===== config.mk =====
export PLATFORM = sky130hd
export DESIGN_NAME = slave_output_banking_safety_path
export DESIGN_NICKNAME = d
export VERILOG_FILES = /design/src/slave_data_pkg.sv /design/src/slave_output_banking_safety_path.sv /design/src/input_sync.sv /design/src/safety_input_path.sv
export SDC_FILE = /design/constraint.sdc
export NUM_CORES = 1
export LEC_CHECK = 0
export ABC_AREA = 1
export BUFFER_PORTS_ARGS = -buffer_cell sky130_fd_sc_hd__buf_2
export CORE_MARGIN = 5
export CORE_UTILIZATION = 33
export CTS_CLUSTER_SIZE = 14
export DETAILED_ROUTE_END_ITERATION = 10
export PLACE_DENSITY = 0.62
export SYNTH_ARGS = -nofsm -noshare
export SYNTH_HDL_FRONTEND = slang
export SYNTH_SLANG_ARGS = --single-unit

===== constraint.sdc =====
create_clock -name clock -period 2.92 [get_ports clock]
set_input_delay 0.438 -clock clock [delete_from_list [all_inputs] [get_ports clock]]
set_output_delay 0.438 -clock clock [all_outputs]
set_load 0.1 [all_outputs]

===== src/slave_data_pkg.sv =====
package slave_data_pkg;

  // ==========================================================
  // Kinds of master call delivered by the receiver
  // ==========================================================
  typedef enum logic [1:0]
  {
    CALL_DATA_EXCHANGE = 2'h0,
    CALL_PARAMETER = 2'h1,
    CALL_OTHER = 2'h2
  } call_kind_e;

  // ==========================================================
  // Data exchange lockout states
  // ==========================================================
  typedef enum logic [1:0]
  {
    LOCK_CLOSED = 2'h0,
    LOCK_OPEN = 2'h1
  } lock_e;

  // ==========================================================
  // Field positions and reset values
  // ==========================================================
  localparam int DATA_WIDTH = 4;
  localparam int INFO_BANK_SEL = 2;
  localparam int INFO_AB_SEL = 3;
  localparam logic [3:0] OUT_RESET = 4'h0;
  localparam logic [1:0] HELD_RESET = 2'h0;
  localparam logic [3:0] RESP_RESET = 4'h0;
  localparam logic I2_PREV_RESET = 1'h0;
  localparam lock_e LOCK_RESET = LOCK_CLOSED;

endpackage


===== src/slave_output_banking_safety_path.sv =====
`timescale 1ns/100ps
// What this block does
// - Extended address, no four-output flag: three info bits drive outputs, four inputs returned.
// - Extended address plus four-output flag: I2 selects between two 2-bit output banks.
// - Banked: outputs and strobe update only on I2 low after previous I2 high.
// - I2 toggle detector resets to the I2 low state.
// - Banked: inputs sampled and returned on every data exchange call.
// - Banked, I2 high: I0/I1 go to two holding bits, pins unchanged.
// - Banked, I2 low: I0/I1 to outputs 2/3, held bits to outputs 0/1.
// - Extended address: I3 selects A-slave or B-slave at one address.
// - Safety flag steers 2:1 selector between regular and safety input paths.
// - Safety mode swaps D2 and D3; external generator swaps them too.
// - Inversion still applies in safety mode, mask bits tied to physical pins.
// - Safety mode sends D0 as D0 xor (D1 and D2 and D3).
// - Safety mode forces standard path bits to one through an OR.
// - Lockout set at reset, cleared by first parameter call; blocks data exchange.
// - Safety with sync I/O or any filter flag: lockout never clears.
// - All uses of inverted safety flag come from one inverter.
// - Synchronous data I/O is enabled when its flag is one; here the flag only keeps the lockout shut in safety mode.

module slave_output_banking_safety_path
(
  input wire logic clock,
  input wire logic rst,
  input wire logic callStrobe,
  input wire slave_data_pkg::call_kind_e callKind,
  input wire logic [3:0] callInfo,
  input wire logic extAddrMode,
  input wire logic bankedOutputEnable,
  input wire logic slaveIsB,
  input wire logic safetyMode,
  input wire logic syncDataIo,
  input wire logic [3:0] inputDebounceSelect,
  input wire logic [3:0] perInputInvertMask,
  input wire logic [3:0] dataInPins,
  output logic outPin0,
  output logic outPin1,
  output logic outPin2,
  output logic outPin3,
  output logic dataStrobe,
  output logic respValid,
  output logic [3:0] respData,
  output logic exchangeLocked
);

  // ==========================================================
  // State
  // ==========================================================
  typedef struct packed
  {
    slave_data_pkg::lock_e lock;
    logic i2Prev;
    logic [1:0] held;
    logic [3:0] outBits;
    logic strobe;
    logic respValid;
    logic [3:0] respData;
  } state_s;

  state_s s_q;
  state_s s_d;

  logic [3:0] inSync;
  logic [3:0] txData;
  logic bankedMode;
  logic abMatch;
  logic dexCall;
  logic dexAccepted;
  logic parCall;
  logic lockPinned;

  // ==========================================================
  // Input pins: synchroniser, then safety / standard path
  // ==========================================================
  input_sync
  #(
    .WIDTH(slave_data_pkg::DATA_WIDTH)
  )
  input_sync_i
  (
    .clock(clock),
    .rst(rst),
    .pinsAsync(dataInPins),
    .pinsSync(inSync)
  );

  safety_input_path safety_input_path_i
  (
    .physIn(inSync),
    .perInputInvertMask(perInputInvertMask),
    .safetyMode(safetyMode),
    .txData(txData)
  );

  // ==========================================================
  // Call decode
  // ==========================================================
  assign bankedMode = extAddrMode & bankedOutputEnable;

  // Outside extended addressing every call to this address is ours
  assign abMatch = ~extAddrMode | (callInfo[slave_data_pkg::INFO_AB_SEL] == slaveIsB);

  assign dexCall = callStrobe & (callKind == slave_data_pkg::CALL_DATA_EXCHANGE) & abMatch;

  assign dexAccepted = dexCall & (s_q.lock == slave_data_pkg::LOCK_OPEN);

  assign parCall = callStrobe & (callKind == slave_data_pkg::CALL_PARAMETER);

  // Delaying registers of sync I/O and filters would stretch the
  // safety reaction time, so that combination keeps the port shut
  assign lockPinned = safetyMode & (syncDataIo | (|inputDebounceSelect));

  // ==========================================================
  // Next state
  // ==========================================================
  always_comb
  begin
    s_d = s_q;
    s_d.strobe = 1'b0;
    s_d.respValid = 1'b0;

    // Lockout release
    case (s_q.lock)
      slave_data_pkg::LOCK_CLOSED:
      begin
        if (parCall && !lockPinned)
        begin
          s_d.lock = slave_data_pkg::LOCK_OPEN;
        end
      end
      slave_data_pkg::LOCK_OPEN:
      begin
        s_d.lock = slave_data_pkg::LOCK_OPEN;
      end
      default:
      begin
        s_d.lock = slave_data_pkg::LOCK_CLOSED;
      end
    endcase

    if (dexAccepted)
    begin
      // Input side answers on every accepted call, bank or not
      s_d.respValid = 1'b1;
      s_d.respData = txData;

      if (bankedMode)
      begin
        if (callInfo[slave_data_pkg::INFO_BANK_SEL])
        begin
          s_d.held = callInfo[1:0];
          s_d.i2Prev = 1'b1;
        end
        else
        begin
          // Without a preceding I2 high call nothing is issued, so
          // a master that fails to alternate never moves the pins
          if (s_q.i2Prev)
          begin
            s_d.outBits = {callInfo[1:0], s_q.held};
            s_d.strobe = 1'b1;
          end
          s_d.i2Prev = 1'b0;
        end
      end
      else if (extAddrMode)
      begin
        // I3 carries the A/B select, so only three bits are data
        s_d.outBits[2:0] = callInfo[2:0];
        s_d.strobe = 1'b1;
      end
      else
      begin
        s_d.outBits = callInfo;
        s_d.strobe = 1'b1;
      end
    end
  end

  // ==========================================================
  // Registers
  // ==========================================================
  always_ff @(posedge clock or posedge rst)
  begin
    if (rst)
    begin
      s_q.lock <= slave_data_pkg::LOCK_RESET;
      s_q.i2Prev <= slave_data_pkg::I2_PREV_RESET;
      s_q.held <= slave_data_pkg::HELD_RESET;
      s_q.outBits <= slave_data_pkg::OUT_RESET;
      s_q.strobe <= 1'b0;
      s_q.respValid <= 1'b0;
      s_q.respData <= slave_data_pkg::RESP_RESET;
    end
    else
    begin
      s_q <= s_d;
    end
  end

  // ==========================================================
  // Outputs
  // ==========================================================
  assign outPin0 = s_q.outBits[0];
  assign outPin1 = s_q.outBits[1];
  assign outPin2 = s_q.outBits[2];
  assign outPin3 = s_q.outBits[3];
  assign dataStrobe = s_q.strobe;
  assign respValid = s_q.respValid;
  assign respData = s_q.respData;
  assign exchangeLocked = (s_q.lock != slave_data_pkg::LOCK_OPEN);

  // ==========================================================
  // Assertions
  // ==========================================================
  logic [3:0] logicalIn;
  logic [3:0] outNow;

  assign logicalIn = inSync ^ perInputInvertMask;
  assign outNow = {outPin3, outPin2, outPin1, outPin0};
endmodule


===== src/input_sync.sv =====
`timescale 1ns/100ps

module input_sync
#(
  parameter int WIDTH = 4
)
(
  input wire logic clock,
  input wire logic rst,
  input wire logic [WIDTH-1:0] pinsAsync,
  output logic [WIDTH-1:0] pinsSync
);

  typedef struct packed
  {
    logic [WIDTH-1:0] stage1;
    logic [WIDTH-1:0] stage2;
  } sync_s;

  sync_s s_q;
  sync_s s_d;

  // ==========================================================
  // Two flops; stage1 is read only by stage2
  // ==========================================================
  always_comb
  begin
    s_d = s_q;
    s_d.stage1 = pinsAsync;
    s_d.stage2 = s_q.stage1;
  end

  always_ff @(posedge clock or posedge rst)
  begin
    if (rst)
    begin
      s_q <= '0;
    end
    else
    begin
      s_q <= s_d;
    end
  end

  assign pinsSync = s_q.stage2;

endmodule


===== src/safety_input_path.sv =====
`timescale 1ns/100ps

module safety_input_path
(
  input wire logic [3:0] physIn,
  input wire logic [3:0] perInputInvertMask,
  input wire logic safetyMode,
  output logic [3:0] txData
);

  logic safetyModeN;
  logic [3:0] logicalIn;
  logic [3:0] safePath;
  logic [3:0] stdPath;

  // ==========================================================
  // Inversion on physical pins, ahead of any swap
  // ==========================================================
  // Mask bits follow pins, so mask bit 3 ends up on logical D2
  assign logicalIn = physIn ^ perInputInvertMask;

  // ==========================================================
  // Safety path: swap D2/D3, then recode D0
  // ==========================================================
  always_comb
  begin
    safePath[1:0] = logicalIn[1:0];
    safePath[2] = logicalIn[3];
    safePath[3] = logicalIn[2];
    safePath[0] = logicalIn[0] ^ (logicalIn[1] & logicalIn[3] & logicalIn[2]);
  end

  // The one and only inverter of the safety flag
  assign safetyModeN = ~safetyMode;

  // Forced to ones so a single stuck selector yields a bad code
  assign stdPath = logicalIn | {4{safetyMode}};

  // 2:1 selector ahead of the send multiplexer
  assign txData = (safePath & {4{safetyMode}}) | (stdPath & {4{safetyModeN}});

endmodule


==> reports/metrics.csv, run 1 <==
metric,value,unit
via_count,854,
cap_violations,0,
required,2.48,ns
grt_max_degree,23,
switching_share,43.18,%
total_power,831.2,uW
ys_warn_count,0,
h-tree-depth,1,
cts_buffer_depth,2,
tritoncts,yes,
relSlewSlack,45.86,%
setup_violations,0,
drt_iter0_drc,26,
maxSlewViolCount,0,
nNetsFinal,187,
grtUsageMet3,4.082,%
place_congestion,0.7907,
place.port_buffers,36,
clkSinkCount,22,
p_leak,0.7555,nW
cts_resized,0,
path_class,flop to output pin,
mappedNetlistNets,150,
initial_core_util,34.34,%
hpwl,1.638,mm
wirelength,1.994,mm
clock_power_share,20.0,%
busiest_layer,met2,
antenna_found_initial,0,
grtUsageMet2,17.22,%
finalSetupTns,0,ns
path_clk_slew,0.13,ns
postCtsSetupBuffers,0,
track_usage,10.21,%
worstSkewPairLatency,0.31,ns
final_util,42.31,%
syn_area,0.001040,mm^2
p_int,472.3,uW
min_path_type,primary input to flop,
end_kind,output pin,
final_layout_size_suffix_gt1_share,32.50,%
rows,20,
switchingPower,358.9,uW
ios,37,
dpl_cell_area,0.001245,mm^2
syn_inst,124,
cts_buffers,3,
vias_per_cell,4.186,
overflow,0,
skew,0.009553,ns
die_area,0.004373,mm^2
drcViolationCount,0,
synth-seq-cells,22,
die_h,66.13,um
holdBufCountCts,0,
tightest_slew,0.8112,ns
areaGrowthSynthToFinish,23.23,%
min_period,1.618,ns
peakVddDrop,0.0004741,V
critPathLaunchType,flop,
core_area,0.003028,mm^2
grtUsageMet1,12.11,%
finalCritPeriodShare,55.43,%
crit_fanout,2,
finalHoldViolations,0,
avgSynthCellArea,8.385,um^2
fmax,617.9,MHz
synth.distinct_cells,21,
grt_setup_unrepaired,no,
dr.pass1.iters,4,
cts-root-buf,clkbuf_4,
p_seq_share,43.5,%
cp.arrival,1.18,ns
power_frac_comb,36.4,%
antenna_cells,0,
status,"complete, no violations",
first_global_vias,821,
final_cell_mix,"nand2_1 (40), buf_2 (36), dfrtp_1 (22)",
final_common_cell,nand2_1,
die_w,66.13,um
postRouteAntennaNets,0,
grt_pass1_wl,3.470,mm
synth_seq_area_share,52.95,%
wl_per_cell,9.775,um
powerDensity,648.8,mW/mm^2
final_area,0.001281,mm^2
final cells by class:
cell class | instances | area [um^2]
clock buffers | 4 | 36.28
well taps | 44 | 55.05
fillers | 318 | 1747
inverters | 23 | 96.34
multi-input cells | 75 | 362.8
repair buffers | 36 | 180.2
flip-flops and latches | 22 | 550.5
worst max-delay path, cell delays in order, from the launching register on:
cell and delay (ns):
dfrtp_1 0.39, inv_1 0.07, buf_2 0.42
kinds of logic (layout without fill, tap and decap cells):
| logic type | count (synthesis) | count (layout) | synth area share, % |
|---|---|---|---|
| buffers and inverters | 27 | 63 | 12.15 |
| and+or+nand+nor | 62 | 62 | 27.92 |
| xor gates and xnor gates | 1 | 1 | 0.8425 |
| AOI/OAI and AO/OA | 12 | 12 | 6.136 |
| DFF | 22 | 22 | 52.95 |
registers in the layout (all words and copies together), names as in the netlist:
name,count
respData,4
s_q,4
input_sync_i.s_d,4
dataStrobe,1
outNow,4
respValid,1
input_sync_i.pinsSync,4
stage by stage:
stage	setup WS [ns]	hold slack (ns)	cells
3_5_place_dp	1.630	0.3347	200
4_1_cts	1.271	0.2116	204
2_1_floorplan	1.523	0.3312	124
6_report	1.302	0.2264	204
3_3_place_gp	1.650	0.3343	200
5_1_grt	1.218	0.2021	204
power groups by stage:
stage,Sequential (mW),Clock [mW],Combinational (mW)
floorplan,0.455,0,0.172
global placement,0.366,0,0.302
detailed placement,0.367,0,0.306
CTS,0.362,0.177,0.306
global route,0.367,0.185,0.321
finish,0.362,0.166,0.303
worst paths after layout:
path	startpoint	endpoint	slack (ns)	cells past startpoint
min	dataInPins[3]	input_sync_i.s_d[3]	0.23	1
max reg2reg	s_q[13]	outNow[1]	1.88	8
max in group asynchronous	rst	s_q[11]	2.15	2
max	s_q[13]	exchangeLocked	1.30	2
min in group asynchronous	rst	outNow[3]	0.26	2
min reg2reg	input_sync_i.s_d[0]	input_sync_i.pinsSync[0]	0.36	0
synth_stat cells, drive strengths merged:
cell type	instances	share of area (%)
xor2	1	0.84
o21ai	11	5.7
nand4	2	1.2
buf	4	2.9
nand3	8	4.3
a21oi	1	0.48
clkinv	1	0.36
inv	22	8.9
dfrtp	22	53
nand2	45	19
nor2	7	3.5
metal layers:
metal	share of wire (%)	vias to the layer above
met1	44	385
met4	0.60	0
met5	0	-
met3	6.5	2
li1	-	447
met2	49	20
Power figures use the tool's default switching activity.
==> run 2: changes to the inputs <==
Settings changed: PLACE_DENSITY 0.62 to 0.64.
Clock period 2.92 ns to 1.31 ns, I/O delays scaled along.
==> reports/metrics.csv, run 2 (synthesized netlist as in run 1, its figures left out) <==
metric,value,unit
hpwl,1.677,mm
track_usage,10.79,%
place.port_buffers,36,
powerDensity,1340,mW/mm^2
finalHoldViolations,0,
critPathLaunchType,flop,
initial_core_util,34.34,%
rows,20,
first_global_vias,840,
end_kind,output pin,
core_area,0.003028,mm^2
wl_per_cell,10.08,um
wirelength,2.107,mm
peakVddDrop,0.0003666,V
min_path_type,primary input to flop,
switchingPower,794.7,uW
status,"complete, no violations",
cts-root-buf,clkbuf_4,
p_leak,0.7860,nW
min_period,1.240,ns
path_class,flop to output pin,
maxSlewViolCount,0,
cp_slowest_stage_delay,0.42,ns
timing.critical_path.buf_inv,1,
dpl_cell_area,0.001297,mm^2
tritoncts,yes,
path_clk_slew,0.11,ns
power_frac_comb,40.5,%
dr.pass1.iters,4,
die_area,0.004373,mm^2
overflow,0,
cts_buffers,3,
crit_chain,buf_2,
vias_per_cell,4.129,
grt_pass1_wl,3.574,mm
finalCritPeriodShare,94.66,%
final_common_cell,nand2_1,
via_count,863,
die_h,66.13,um
cpMaxStageDelayCell,buf_2,
skew,0.0007348,ns
nNetsFinal,193,
areaGrowthSynthToFinish,33.21,%
fmax,806.4,MHz
setup_violations,0,
worstSkewPairLatency,0.29,ns
drt_iter0_drc,25,
antenna_found_initial,0,
p_int,1.061,mW
ios,37,
drcViolationCount,0,
p_seq_share,43.9,%
required,1.11,ns
final_area,0.001385,mm^2
place_congestion,0.7873,
cap_violations,0,
tightest_slew,0.4907,ns
cp.arrival,1.04,ns
crit_family,buffers and inverters,
postRouteAntennaNets,0,
relSlewSlack,67.51,%
clkSinkCount,22,
final_util,45.74,%
clock_power_share,15.6,%
die_w,66.13,um
finalSetupTns,0,ns
antenna_cells,0,
h-tree-depth,1,
switching_share,42.83,%
final_layout_size_suffix_gt1_share,31.52,%
cts_buffer_depth,2,
final_cell_mix,"nand2_1 (40), buf_2 (27), dfrtp_1 (22)",
total_power,1.856,mW
grt_max_degree,23,
crit_fanout,1,
grt_setup_unrepaired,no,
[run 2: changes by cell type in the layout (fill, tap and decap cells not counted)]
| cell | before | now |
|---|---|---|
| buf_4 | 0 | 2 |
| dlygate4sd3_1 | 0 | 5 |
| buf_2 | 36 | 27 |
| clkbuf_8 | 1 | 0 |
| buf_12 | 0 | 3 |
| clkbuf_4 | 3 | 8 |
[run 2: path summary, 6_finish.rpt]
kind / from / to / slack [ns] / cells after the start
min in group asynchronous: rst / input_sync_i.s_d[0] / 0.47 / 4
max in group asynchronous: rst / s_q[11] / 0.62 / 4
setup / recovery: respValid / respValid / 0.07 / 1
hold reg to reg: input_sync_i.s_d[3] / input_sync_i.pinsSync[3] / 0.36 / 0
setup reg to reg: input_sync_i.pinsSync[3] / respData[0] / 0.28 / 6
hold / removal: callKind[0] / s_q[13] / 0.16 / 3
[run 2: power by group through the flow]
stage          Combinational (mW)  Sequential, mW  Clock, mW
2_1_floorplan               0.384            1.01          0
3_3_place_gp                0.716           0.826          0
3_5_place_dp                0.725           0.826          0
4_1_cts                     0.741           0.814      0.305
5_1_grt                     0.795           0.828      0.328
6_report                    0.751           0.815      0.290
[run 2: repair_timing]
| action | CTS | global route |
|---|---|---|
| pin swaps | 0 | 0 |
| setup buffers | 0 | 0 |
| setup endpoints to repair | 1 | 5 |
| hold buffers | 5 | 0 |
| hold endpoints to repair | 26 | 0 |
| gates resized for setup | 1 | 5 |
[run 2: cell type report]
class                      instances  area (um^2)
tap                               44        55.05
clock buffer                       3        22.52
fill                             296         1643
sequential                        22        550.5
inverter                          23        96.34
multi-input combinational         75        362.8
timing repair buffer              42        297.8
[run 2: metrics by stage]
stage / worst slack (ns) / std cells / hold WS, ns
5_1_grt: 0.01367 / 209 / 0.1446
4_1_cts: 0.004920 / 209 / 0.1452
6_report: 0.06997 / 209 / 0.1579
2_1_floorplan: 0.09921 / 124 / 0.1857
3_3_place_gp: 0.3057 / 201 / 0.2386
3_5_place_dp: 0.2783 / 201 / 0.2458
[run 2: routing by layer]
layer  up-vias  wire length [um]  GRT usage, %
li1        460                 -             -
met4         0                34         6.091
met2        18              1103         19.08
met3         2               102         2.041
met5         -                 0             0
met1       383               867         11.95
